**src/common/dcsm_pkg.sv**
```systemverilog
package dcsm_pkg;
	// ------------------------------------------------------------
	// register map (byte addresses, one aligned word each)
	// ------------------------------------------------------------
	localparam logic [7:0] DCSM_CTRL_OFS = 8'h00;
	localparam logic [7:0] DCSM_SEL_A_OFS = 8'h04;
	localparam logic [7:0] DCSM_SEL_B_OFS = 8'h08;
	localparam logic [7:0] DCSM_SEL_C_OFS = 8'h0C;
	localparam logic [7:0] DCSM_STATUS_OFS = 8'h10;
	// control: write one to clear a latched fault
	localparam int DCSM_CTRL_CLR_BIT = 0;
	// status field positions
	localparam int DCSM_ST_DRIVE_BIT = 0;
	localparam int DCSM_ST_STOP_BIT = 1;
	localparam int DCSM_ST_HEALTHY_BIT = 2;
	localparam int DCSM_ST_FAULT_BIT = 3;
	localparam int DCSM_ST_CH1_BIT = 4;
	localparam int DCSM_ST_CH2_BIT = 5;
	localparam int DCSM_ST_POWER_BIT = 6;
	// ------------------------------------------------------------
	// output selection codes
	// ------------------------------------------------------------
	localparam logic [7:0] DCSM_CODE_RUNNING = 8'h00;
	localparam logic [7:0] DCSM_CODE_STOP_POS = 8'h50;
	localparam logic [7:0] DCSM_CODE_STOP_NEG = 8'hB4;
	localparam logic [7:0] DCSM_CODE_HEALTHY_POS = 8'h51;
	localparam logic [7:0] DCSM_CODE_HEALTHY_NEG = 8'hB5;
	// values after reset
	localparam logic [7:0] DCSM_SEL_A_RST = DCSM_CODE_RUNNING;
	localparam logic [7:0] DCSM_SEL_B_RST = DCSM_CODE_RUNNING;
	localparam logic [7:0] DCSM_SEL_C_RST = DCSM_CODE_STOP_POS;
	// cycles from the access phase start to pready
	localparam int DCSM_APB_WAIT_CYC = 1;
	// ------------------------------------------------------------
	// indication bundle
	// ------------------------------------------------------------
	typedef struct packed {
		logic fault;
		logic healthy;
		logic stop_state;
		logic drive_en;
	} dcsm_ind_t;
endpackage : dcsm_pkg

```
**src/rtl/dcsm_top.sv**
```systemverilog
// Design decisions made here: the address map and the APB slave port.
`timescale 1ns/1ps
module dcsm_top (
	input wire logic mclk_in,
	input wire logic rst_n_in,
	input wire logic stop_channel_one_in,
	input wire logic stop_channel_two_in,
	input wire logic power_on_in,
	input wire logic running_in,
	input wire logic internal_fault_in,
	input wire logic psel_in,
	input wire logic penable_in,
	input wire logic pwrite_in,
	input wire logic [7:0] paddr_in,
	input wire logic [31:0] pwdata_in,
	output logic [31:0] prdata_out,
	output logic pready_out,
	output logic pslverr_out,
	output logic drive_enable_out,
	output logic stop_monitor_pin_out,
	output logic motion_active_pin_out,
	output logic aux_output_pin_out,
	output dcsm_pkg::dcsm_ind_t ind_out
);
	import dcsm_pkg::*;

	// ------------------------------------------------------------
	// pin synchronisers
	// ------------------------------------------------------------
	logic [2:0] pin_meta_r;
	logic [2:0] pin_sync_r;
	logic ch1_s;
	logic ch2_s;
	logic pwr_s;

	// two flops per pin; only the second stage is read
	always_ff @(posedge mclk_in) begin
		if (!rst_n_in) begin
			pin_meta_r <= 3'h0;
			pin_sync_r <= 3'h0;
		end else begin
			pin_meta_r <= {power_on_in, stop_channel_two_in,
				stop_channel_one_in};
			pin_sync_r <= pin_meta_r;
		end
	end

	// high means channel shorted to its common
	assign ch1_s = pin_sync_r[0];
	assign ch2_s = pin_sync_r[1];
	assign pwr_s = pin_sync_r[2];

	// ------------------------------------------------------------
	// apb slave
	// ------------------------------------------------------------
	logic [7:0] sel_a_r;
	logic [7:0] sel_b_r;
	logic [7:0] sel_c_r;
	logic ready_r;
	logic [31:0] rdata_r;
	logic err_r;
	logic acc;
	logic wr_done;
	logic clr_req;
	logic mapped;
	logic [31:0] rd_nxt;

	assign acc = psel_in && penable_in;
	assign wr_done = acc && ready_r && pwrite_in;
	assign clr_req = wr_done && (paddr_in == DCSM_CTRL_OFS)
		&& pwdata_in[DCSM_CTRL_CLR_BIT];

	// read mux and address decode
	always_comb begin
		rd_nxt = 32'h0;
		mapped = 1'b1;
		case (paddr_in)
			DCSM_CTRL_OFS: rd_nxt = 32'h0;
			DCSM_SEL_A_OFS: rd_nxt = {24'h0, sel_a_r};
			DCSM_SEL_B_OFS: rd_nxt = {24'h0, sel_b_r};
			DCSM_SEL_C_OFS: rd_nxt = {24'h0, sel_c_r};
			DCSM_STATUS_OFS: begin
				rd_nxt[DCSM_ST_DRIVE_BIT] = ind_out.drive_en;
				rd_nxt[DCSM_ST_STOP_BIT] = ind_out.stop_state;
				rd_nxt[DCSM_ST_HEALTHY_BIT] = ind_out.healthy;
				rd_nxt[DCSM_ST_FAULT_BIT] = ind_out.fault;
				rd_nxt[DCSM_ST_CH1_BIT] = ch1_s;
				rd_nxt[DCSM_ST_CH2_BIT] = ch2_s;
				rd_nxt[DCSM_ST_POWER_BIT] = pwr_s;
			end
			default: mapped = 1'b0;
		endcase
	end

	// one wait state, answer flopped
	always_ff @(posedge mclk_in) begin
		if (!rst_n_in) begin
			ready_r <= 1'b0;
			rdata_r <= 32'h0;
			err_r <= 1'b0;
		end else if (acc && !ready_r) begin
			ready_r <= 1'b1;
			rdata_r <= pwrite_in ? 32'h0 : rd_nxt;
			err_r <= !mapped;
		end else begin
			ready_r <= 1'b0;
			rdata_r <= 32'h0;
			err_r <= 1'b0;
		end
	end

	// output selection settings
	always_ff @(posedge mclk_in) begin
		if (!rst_n_in) begin
			sel_a_r <= DCSM_SEL_A_RST;
			sel_b_r <= DCSM_SEL_B_RST;
			sel_c_r <= DCSM_SEL_C_RST;
		end else if (wr_done) begin
			if (paddr_in == DCSM_SEL_A_OFS)
				sel_a_r <= pwdata_in[7:0];
			if (paddr_in == DCSM_SEL_B_OFS)
				sel_b_r <= pwdata_in[7:0];
			if (paddr_in == DCSM_SEL_C_OFS)
				sel_c_r <= pwdata_in[7:0];
		end
	end

	assign prdata_out = rdata_r;
	assign pready_out = ready_r;
	assign pslverr_out = err_r;

	// ------------------------------------------------------------
	// stop supervision
	// ------------------------------------------------------------
	logic fault_r;
	logic fault_set;
	dcsm_ind_t ind_nxt;

	// with power on, one channel open and one shorted is a mismatch fault
	assign fault_set = (pwr_s && (ch1_s != ch2_s)) || internal_fault_in;

	// latched fault; set wins over a clear in the same cycle
	always_ff @(posedge mclk_in) begin
		if (!rst_n_in)
			fault_r <= 1'b0;
		else if (fault_set)
			fault_r <= 1'b1;
		else if (clr_req)
			fault_r <= 1'b0;
	end

	// state table evaluation
	always_comb begin
		ind_nxt.fault = fault_r || fault_set;
		// open channel or no power forces shutoff
		ind_nxt.drive_en = pwr_s && ch1_s && ch2_s
			&& !ind_nxt.fault;
		ind_nxt.stop_state = pwr_s && !ch1_s && !ch2_s
			&& !ind_nxt.fault;
		ind_nxt.healthy = pwr_s && !ind_nxt.fault;
	end

	always_ff @(posedge mclk_in) begin
		if (!rst_n_in)
			ind_out <= '0;
		else
			ind_out <= ind_nxt;
	end

	// ------------------------------------------------------------
	// open collector routing
	// ------------------------------------------------------------
	// one means transistor conducts
	function automatic logic route_pin(input logic [7:0] code,
		input dcsm_ind_t ind, input logic run);
		case (code)
			DCSM_CODE_RUNNING: route_pin = run;
			DCSM_CODE_STOP_POS: route_pin = ind.stop_state;
			DCSM_CODE_STOP_NEG: route_pin = !ind.stop_state;
			DCSM_CODE_HEALTHY_POS: route_pin = ind.healthy;
			DCSM_CODE_HEALTHY_NEG: route_pin = !ind.healthy;
			default: route_pin = 1'b0;
		endcase
	endfunction : route_pin

	// running status only counts while the drive is enabled
	always_ff @(posedge mclk_in) begin
		if (!rst_n_in) begin
			drive_enable_out <= 1'b0;
			motion_active_pin_out <= 1'b0;
			aux_output_pin_out <= 1'b0;
			stop_monitor_pin_out <= 1'b0;
		end else begin
			drive_enable_out <= ind_nxt.drive_en;
			motion_active_pin_out <= route_pin(sel_a_r, ind_nxt,
				running_in && ind_nxt.drive_en);
			aux_output_pin_out <= route_pin(sel_b_r, ind_nxt,
				running_in && ind_nxt.drive_en);
			stop_monitor_pin_out <= route_pin(sel_c_r, ind_nxt,
				running_in && ind_nxt.drive_en);
		end
	end

	// ------------------------------------------------------------
	// assertions
	// ------------------------------------------------------------
	a_open_shuts_off: assert property (@(posedge mclk_in)
		disable iff (!rst_n_in) (!ch1_s || !ch2_s) |=> !drive_enable_out)
		else $error("drive enabled with a channel open");

	a_drive_enable_cond: assert property (@(posedge mclk_in)
		disable iff (!rst_n_in)
		(pwr_s && ch1_s && ch2_s && !fault_r && !internal_fault_in)
		|=> drive_enable_out && !ind_out.stop_state && ind_out.healthy)
		else $error("drive not enabled in run state");

	a_stop_ind_excl: assert property (@(posedge mclk_in)
		disable iff (!rst_n_in)
		ind_out.stop_state |-> !ind_out.drive_en && !ind_out.fault)
		else $error("stop indicator with drive or fault");

	a_healthy_fault: assert property (@(posedge mclk_in)
		disable iff (!rst_n_in) $rose(fault_r) |-> !ind_out.healthy)
		else $error("healthy while fault latched");

	a_mismatch_fault: assert property (@(posedge mclk_in)
		disable iff (!rst_n_in) (pwr_s && ch1_s && !ch2_s)
		|=> fault_r ##1 (!ind_out.stop_state && !ind_out.healthy))
		else $error("channel mismatch not flagged");

	a_power_off_dark: assert property (@(posedge mclk_in)
		disable iff (!rst_n_in) !pwr_s |=> ind_out == '0 || ind_out.fault)
		else $error("indication with power off");

	a_stop_pin_route: assert property (@(posedge mclk_in)
		disable iff (!rst_n_in) (sel_c_r == DCSM_CODE_STOP_POS)
		##1 (sel_c_r == DCSM_CODE_STOP_POS)
		|-> stop_monitor_pin_out == ind_out.stop_state)
		else $error("stop pin not following indicator");

	a_healthy_neg: assert property (@(posedge mclk_in)
		disable iff (!rst_n_in) (sel_b_r == DCSM_CODE_HEALTHY_NEG)
		##1 (sel_b_r == DCSM_CODE_HEALTHY_NEG)
		|-> aux_output_pin_out == !ind_out.healthy)
		else $error("negative healthy routing wrong");

	a_restart_block: assert property (@(posedge mclk_in)
		disable iff (!rst_n_in) (sel_a_r == DCSM_CODE_HEALTHY_POS
		&& fault_set) |=> !motion_active_pin_out)
		else $error("motion pin on during fault");

	// only once two edges out of reset, so flushed stages are not compared
	a_sync_depth: assert property (@(posedge mclk_in)
		disable iff (!rst_n_in) ($past(rst_n_in) && $past(rst_n_in, 2))
		|-> (ch1_s == $past(stop_channel_one_in, 2)))
		else $error("channel one sync depth wrong");
endmodule : dcsm_top

```
**config.mk**
```make
export PLATFORM = sky130hd
export DESIGN_NAME = dcsm_top
export DESIGN_NICKNAME = d
export VERILOG_FILES = /design/src/common/dcsm_pkg.sv /design/src/rtl/dcsm_top.sv
export SDC_FILE = /design/constraint.sdc
export NUM_CORES = 1
export LEC_CHECK = 0
export BUFFER_PORTS_ARGS = -buffer_cell sky130_fd_sc_hd__buf_4
export CAP_MARGIN = 20
export CORE_ASPECT_RATIO = 0.75
export CORE_MARGIN = 3
export CORE_UTILIZATION = 45
export DETAILED_ROUTE_END_ITERATION = 8
export PLACE_DENSITY = 0.75
export RECOVER_POWER = 50
export SLEW_MARGIN = 0
export SYNTH_ARGS = -nofsm -noshare
export SYNTH_HDL_FRONTEND = slang
export SYNTH_SLANG_ARGS = --single-unit
```
**constraint.sdc**
```tcl
create_clock -name mclk_in -period 2.2 [get_ports mclk_in]
set_clock_uncertainty 0.05 [all_clocks]
set_input_delay 0.11 -clock mclk_in [delete_from_list [all_inputs] [get_ports mclk_in]]
set_output_delay 0.11 -clock mclk_in [all_outputs]
set_load 0.05 [all_outputs]
```
# Word-level counts from Yosys, hierarchy flattened
# Index checks and enable logic that the tools add are counted.
totals:
  register_bits: 72
  inputBits: 50
  out_inout_bits: 42
  wordCells: 79
classes:
  eq_ne: 17
  mux: 9
  bitwise: 2
  reduce_logical: 35
ops:
  columns: ["operator", "n"]
  rows:
  - ["equality test 8 x 7 -> 1 bit (second input constant)", 6]
  - ["equality test 8 bit (second input constant)", 6]
  - ["zero test 8 bit", 4]
  - ["one-hot mux 7 bit (4 select lines)", 1]
  - ["equality test 8 x 4 -> 1 bit (second input constant)", 2]
  - ["logical AND 1 bit", 15]
  - ["one-hot mux 1 bit (5 select lines)", 3]
  - ["equality test 8 x 3 -> 1 bit (second input constant)", 1]
  - ["equality test 8 x 5 -> 1 bit (second input constant)", 1]
  - ["AND reduction 2 bit", 4]
  - ["zero test 1 bit", 7]
  - ["OR reduction 5 bit", 1]
  - ["2-to-1 mux 1 bit", 4]
  - ["one-hot mux 1 bit (3 select lines)", 1]
  - ["OR reduction 3 bit", 1]
  - ["logical OR 1 bit", 2]
  - ["inverter 1 bit", 2]
  - ["nonzero test 2 bit", 1]
  - ["!= test 1 bit", 1]

# Logic depth before layout (Yosys ltp)
# Gate-level depths: netlist of the first run.
depth:
  depth_word: 8
  depth_mapped: 7
  depth_no_buf: 5

# Worst setup path before layout of the first run
# No wires, ideal clock.
synth_timing:
  path_type: "flip-flop to flip-flop"
  from: "register ready_r (netlist: pready_out)"
  to: "register sel_b_r[5]"
  setup_time_ns: 0.115
  t_arrival_ns: 1.624
  t_required_ns: 2.035
  slack_ns: 0.411
  stages_incl_launch_ff: 7
  n_path_buf: 1
  period_less_slack_ns: 1.789
  cell_sequence: "dfxtp_1 nand4_1 nor4_4 nand3b_2 buf_4 nand3_2 o21ai_2"
synth_via:
  elab_chain_cells: 3
synth_rtl:
  columns: ["element", "line", "text"]
  rows:
  - ["start, declared", "dcsm_top.sv:59", "logic ready_r;"]
  - ["start signal, assigned", "dcsm_top.sv:98", "ready_r <= 1'b0;"]
  - ["start signal, assigned", "dcsm_top.sv:102", "ready_r <= 1'b1;"]
  - ["start signal, assigned", "dcsm_top.sv:106", "ready_r <= 1'b0;"]
  - ["logical AND 1 bit (2 in a row)", "dcsm_top.sv:69", "assign wr_done = acc && ready_r && pwrite_in;"]
  - ["AND reduction 2 bit (no source line)", null, null]
  - ["end signal, assigned", "dcsm_top.sv:122", "sel_b_r <= pwdata_in[7:0];"]
  - ["end, declared", "dcsm_top.sv:57", "logic [7:0] sel_b_r;"]
# No other way between the ends.
# A chain may end at the register's enable or synchronous reset.

# Final worst setup path of the first run
layout_timing:
  from: "register pin_sync_r[2]"
  to: "register motion_active_pin_out"
layout_via:
  elab_chain_cells: 7
  word_cells_on_any_way: 15
  classes_between: "mux (1); reduce/logical (14)"
layout_rtl:
  columns: ["element", "line", "text"]
  rows:
  - ["start, declared", "dcsm_top.sv:31", "logic [2:0] pin_sync_r;"]
  - ["start signal, assigned", "dcsm_top.sv:44", "pin_sync_r <= pin_meta_r;"]
  - ["logical AND 1 bit", "dcsm_top.sv:140", "assign fault_set = (pwr_s && (ch1_s != ch2_s)) || internal_fault_in;"]
  - ["logical OR 1 bit", "dcsm_top.sv:140", null]
  - ["logical OR 1 bit", "dcsm_top.sv:154", "ind_nxt.fault = fault_r || fault_set;"]
  - ["zero test 1 bit", "dcsm_top.sv:157, dcsm_top.sv:159, dcsm_top.sv:160", null]
  - ["logical AND 1 bit (on tied branches)", "dcsm_top.sv:160, dcsm_top.sv:157, dcsm_top.sv:159", null]
  - ["zero test 1 bit (tied with other cells)", "dcsm_top.sv:181", "DCSM_CODE_HEALTHY_NEG: route_pin = !ind.healthy;"]
  - ["one-hot mux 1 bit (5 select lines) *", "dcsm_top.sv:176", "case (code)"]
  - ["end signal, assigned", "dcsm_top.sv:195", "motion_active_pin_out <= route_pin(sel_a_r, ind_nxt,"]
  - ["end, declared", "dcsm_top.sv:21", "output logic motion_active_pin_out,"]
# Every way passes the cells marked *; elsewhere a longest branch is shown, timed or not.

==> impl_metrics.tcl, run 1 <==
set metrics [dict create \
    critPathBufInv 2 \
    cp_slowest_cell "dfxtp_1" \
    path_clk_slew_ns 0.08 \
    drt-total-wl_um 5385 \
    die_y_um 67.56 \
    final_nets 355 \
    startpoint "pin_sync_r[2]" \
    crit_path_end_kind "flop" \
    sw_frac_of_total_pct 27.41 \
    setup_viol 0 \
    outcome "finished, final reports clean" \
    startpoint_type "flop" \
    pwr-share-seq_pct 56.0 \
    crit_cells 7 \
    fill_cells 441 \
    p_switching_uw 433.4 \
    drv_cap 0 \
    synth.distinct_cells 48 \
    async_flop_share_pct 0 \
    io_buffers 43 \
    power.internal_uw 1148 \
    drv_slew 0 \
    r2r_cells 7 \
    power.density_nw_per_um2 609.7 \
    min_period_over_period_pct 83.16 \
    fp-row-count 21 \
    antenna_found_initial 0 \
    rsz0062_at_grt "no" \
    setup_ws_ns 0.3705 \
    grt_use_total_pct 18.27 \
    io_pins 92 \
    synth_area_leaders "dfxtp_1, buf_4, nand3_1" \
    layout-drive-gt1-share_pct 17.05 \
    cts_num_sinks 48 \
    cts_tree "done" \
    irDropWorstVdd_v 0.0003838 \
    hpwl_um 4088 \
    pwr-share-clk_pct 30.6 \
    path_delay_family "simple AND/OR/NAND/NOR gates" \
    htree_num_levels 2 \
    vias 1966 \
    tightestPinTransition_ns 0.6076 \
    ant_nets 0 \
    drt_iter0_markers 166 \
    die_w_um 88.08 \
    cp_cell_sequence "nor3b_1 -> clkbuf_1 -> nor2b_1 -> buf_4 -> mux2_2 -> nand3_1 -> a31oi_1" \
    placed_cells 349 \
    gr-total-overflow 0 \
    timing.rr.start "pin_sync_r[2]" \
    grt_pass1_vias 1708 \
    gp_congestion 0.8928 \
    synth_area_sq_um 2273 \
    tns_ns 0 \
    wl_met3_um 396 \
    syn_to_final_growth_pct 14.09 \
    yosysSeqAreaShare_pct 42.27 \
    synth-edff-count 0 \
    synth_top_area_cell "dfxtp_1" \
    root_buffer "clkbuf_8" \
    rrSetupSlack_ns 0.37 \
    synth.most_common_cell "dfxtp_1" \
    dr.pass1.iters 4 \
    finalHoldViolCount 0 \
    fin_util_pct 55.77 \
    cts.path.max_buffers 2 \
    drc 0 \
    path_class "flop to flop" \
    netlist_instances 262 \
    synth.top_cell.area_share_pct 42.27 \
    pre_cts_slack_ns 0.2688 \
    cts_setup_buffers 0 \
    synth_common_cells "dfxtp_1, buf_4, nand3_1" \
    ys_warn_count 0 \
    stdcell_count 362 \
    initial_core_util_pct 48.88 \
    clock.fmax_mhz 546.6 \
    combPwrFrac_pct 13.4 \
    worstReg2RegEnd "motion_active_pin_out" \
    top_layer_used "met4" \
    numCtsBuffers 5 \
    synthFlopType "dfxtp_1" \
    maxSlewHeadroom_pct 59.67 \
    period_minus_slack_ns 1.829 \
    hold_path_class "input port to flop" \
    path_max_fanout 5 \
    m1WireLength_um 2658 \
    vias_per_cell 5.431 \
    core_sq_um 4651 \
    p_leak_uw 0.0009993 \
    holdCritStartpoint "paddr_in[6]" \
    crit_arrival_ns 1.96 \
    grt_pass1_wl_um 8452 \
    clk_latency_ns 0.30 \
    crit_end "motion_active_pin_out" \
    diodes 0 \
    dieArea_sq_um 5950 \
    cp.required_ns 2.33 \
    grt_max_degree 41 \
    wl_per_cell_um 14.88 \
    ys_ff_latch 48 \
    slowest_delay_ns 0.36 \
    syn-mean-instance-area_sq_um 8.677 \
    met2WireLength_um 2272 \
    cts.repair.resized 0 \
]
## power groups by stage
| stage | sequential [uW] | combinational [uW] | clock, uW |
|---|---|---|---|
| 2_1_floorplan | 914 | 175 | 0 |
| 3_3_place_gp | 906 | 204 | 0 |
| 3_5_place_dp | 906 | 207 | 0 |
| 4_1_cts | 885 | 215 | 491 |
| 5_1_grt | 887 | 226 | 529 |
| 6_report | 885 | 212 | 484 |
## what timing repair did
| action | 4_1_cts | 5_1_grt |
|---|---|---|
| endpoints found under the hold margin | 6 | 0 |
| endpoints found under the setup margin | 0 | 0 |
| hold buffers | 6 | 0 |
## logic make-up (layout without fill, tap and decap cells)
logic type	count (synthesis)	in the layout	share of synthesized area [%]
xor gates and xnor gates	1	1	0.3853
AOI/OAI and AO/OA	57	57	17.12
other	1	24	0.1649
and+or+nand+nor	108	108	26.69
muxes	4	4	1.871
DFF	48	48	42.27
buffers and inverters	43	63	11.50
## per-layer routing
| layer | global-route usage [%] | vias up |
|---|---|---|
| li1 | - | 977 |
| met1 | 27.14 | 911 |
| met2 | 26.97 | 69 |
| met3 | 4.024 | 9 |
| met4 | 3.962 | 0 |
| met5 | 0 | - |
## sequential cells by signal, summed over array words and instances, names as in the netlist
name                   cells
aux_output_pin_out         1
drive_enable_out           1
fault_r                    1
ind_out                    3
motion_active_pin_out      1
pin_meta_r                 3
pin_sync_r                 3
prdata_out                 8
pready_out                 1
pslverr_out                1
sel_a_r                    8
sel_b_r                    8
sel_c_r                    8
stop_monitor_pin_out       1
## layout by cell type (no fill, tap or decap), types with 3 or more instances in the layout
cell type / netlist / routed
nor2b_1: 5 / 5
nand2_1: 16 / 16
nor3_1: 5 / 5
dfxtp_1: 48 / 48
nor2_1: 20 / 21
o21ai_0: 7 / 7
nand3_1: 24 / 24
conb_1: 1 / 24
clkbuf_1: 10 / 21
a221oi_1: 8 / 8
nand3_2: 3 / 3
nand4_1: 5 / 5
buf_4: 26 / 28
clkbuf_8: 0 / 5
a22oi_1: 8 / 8
o21ai_1: 14 / 14
nand4b_1: 3 / 3
dlygate4sd3_1: 0 / 6
or3_1: 4 / 4
and2_1: 7 / 5
o21ai_2: 8 / 8
## tightest hold or removal path, cell delays in order
cell and delay, ns:
buf_4 0.11, nor2_1 0.06, a21oi_1 0.11
## layout make-up
class	count	area, sq um	share of cell area, %
timing repair buffer	54	345.3	13.31
multi-input combinational	194	1131	43.61
clock inverter	1	5.005	0.1930
tap	57	71.32	2.750
clock buffer	6	72.57	2.798
sequential	48	960.9	37.05
inverter	2	7.507	0.2894
## worst min-delay path by stage
stage	end	cells past startpoint
finish	pslverr_out	3
global route	pslverr_out	3
CTS	ind_out[2]	3
detailed placement	prdata_out[7]	2
global placement	prdata_out[7]	2
floorplan	prdata_out[7]	1
## per-stage QoR
step | power (uW) | cell area [sq um] | hold WS (ns)
6_report | 1581 | 2594 | 0.08004
5_1_grt | 1642 | 2594 | 0.08448
4_1_cts | 1592 | 2675 | 0.03648
3_5_place_dp | 1113 | 2537 | 0.2541
3_3_place_gp | 1110 | 2537 | 0.2534
2_1_floorplan | 1089 | 2360 | 0.1385
Note: power is estimated with default switching activity, not from simulation.
==> run 2: changes to the inputs <==
==> constraint.sdc (replaced) <==
create_clock -name mclk_in -period 1.75 [get_ports mclk_in]
set_clock_uncertainty 0.05 [all_clocks]
set_input_delay 0.0875 -clock mclk_in [delete_from_list [all_inputs] [get_ports mclk_in]]
set_output_delay 0.0875 -clock mclk_in [all_outputs]
set_load 0.05 [all_outputs]
==> impl_metrics.tcl, run 2 (synthesis results as in run 1) <==
set metrics [dict create \
    outcome "finished, final reports clean" \
    drv_cap 0 \
    syn_to_final_growth_pct 17.01 \
    power.internal_uw 1496 \
    placedInstanceArea_sq_um 2594 \
    path_max_fanout 13 \
    root_buffer "clkbuf_8" \
    grt_max_degree 23 \
    combPwrFrac_pct 12.9 \
    layout_commonest_cell "dfxtp_1" \
    tightestPinTransition_ns 0.6160 \
    numCtsBuffers 5 \
    placed_cells 353 \
    path_class "input port to flop" \
    setup_viol 0 \
    final_cell_area_sq_um 2660 \
    whs_path_depth 2 \
    grt_pass1_vias 1781 \
    die_w_um 88.08 \
    dieArea_sq_um 5950 \
    dr.pass1.iters 4 \
    sw_frac_of_total_pct 27.97 \
    grt_pass1_wl_um 8873 \
    cts.path.max_buffers 2 \
    p_switching_uw 580.9 \
    io_buffers 43 \
    hpwl_um 4244 \
    r2r_cells 5 \
    irDropWorstVdd_v 0.0003956 \
    tns_ns 0 \
    maxSlewHeadroom_pct 59.11 \
    vias 1985 \
    initial_core_util_pct 48.88 \
    period_minus_slack_ns 1.618 \
    io_pins 92 \
    hold_path_class "input port to flop" \
    cts_num_sinks 48 \
    drv_slew 0 \
    gr-total-overflow 0 \
    power.density_nw_per_um2 780.6 \
    p_leak_uw 0.001037 \
    startpoint_type "input port" \
    vias_per_cell 5.409 \
    drc 0 \
    stdcell_count 367 \
    gp_congestion 0.8909 \
    fp-row-count 21 \
    final_nets 359 \
    path_clk_slew_ns 0.09 \
    min_period_over_period_pct 92.45 \
    antenna_found_initial 0 \
    grt_use_total_pct 19.54 \
    layout-drive-gt1-share_pct 19.35 \
    crit_path_end_kind "flop" \
    layout.cells.most_common_list "dfxtp_1, buf_4, nand3_1, conb_1, nor2_1" \
    cts_setup_buffers 0 \
    crit_arrival_ns 1.76 \
    clock.fmax_mhz 618.1 \
    wl_per_cell_um 15.31 \
    fin_util_pct 57.20 \
    finalHoldViolCount 0 \
    cp.required_ns 1.89 \
    rrSetupSlack_ns 0.17 \
    rsz0062_at_grt "no" \
    drt-total-wl_um 5617 \
    htree_num_levels 2 \
    core_sq_um 4651 \
    pwr-share-seq_pct 53.6 \
    cts_tree "done" \
    pwr-share-clk_pct 33.5 \
    fill_cells 455 \
    diodes 0 \
    die_y_um 67.56 \
    drt_iter0_markers 126 \
    ant_nets 0 \
    clk_latency_ns 0.30 \
]
[run 2: power by group through the flow]
stage | clock network [uW] | logic [uW] | registers (uW)
finish | 695 | 268 | 1110
global route | 748 | 287 | 1120
CTS | 707 | 272 | 1110
detailed placement | 0 | 261 | 1140
global placement | 0 | 260 | 1140
floorplan | 0 | 220 | 1150
[run 2: final timing paths]
| check | from | end |
|---|---|---|
| hold reg to reg | pin_meta_r[2] | pin_sync_r[2] |
| setup reg to reg | pin_sync_r[2] | motion_active_pin_out |
| setup / recovery | paddr_in[1] | sel_c_r[6] |
| hold / removal | rst_n_in | sel_c_r[4] |
[run 2: stage by stage]
| stage | hold WS, ns | setup slack (ns) | power, uW |
|---|---|---|---|
| floorplan | 0.1160 | 0.1051 | 1369 |
| global placement | 0.2331 | -0.05811 | 1399 |
| detailed placement | 0.2357 | -0.06933 | 1400 |
| CTS | 0.03351 | 0.06326 | 2092 |
| global route | 0.05751 | 0.02060 | 2151 |
| finish | 0.04122 | 0.1321 | 2077 |
[run 2: area by class of cell]
class                   count  area (sq um)  area share (%)
multi-input cells         194          1134           42.62
flip-flops and latches     48         960.9           36.12
repair buffers             58         392.9           14.77
clock buffers               7         86.33           3.246
well taps                  57         71.32           2.681
clock inverters             1         7.507          0.2822
inverters                   2         7.507          0.2822
[run 2: worst max-delay path, stage by stage]
cell and delay (ns):
buf_4 0.10, or4_1 0.61, nor4_4 0.30, nand3_1 0.11, clkbuf_2 0.26, mux2i_1 0.22, nand2_1 0.06
[run 2: timing repair]
action	4_1_cts	5_1_grt
resized for setup	0	1
endpoints found under the setup margin	0	2
hold endpoints to repair	6	0
hold buffers	6	0
[run 2: routing by layer]
metal,share of wire (%),wire [um],GRT usage (%),vias up
met5,0,0,0,-
met3,6.2,348,3.902,6
met2,45,2504,30.73,57
met1,48,2720,27.90,934
met4,0.78,44,3.962,0
li1,-,-,-,988
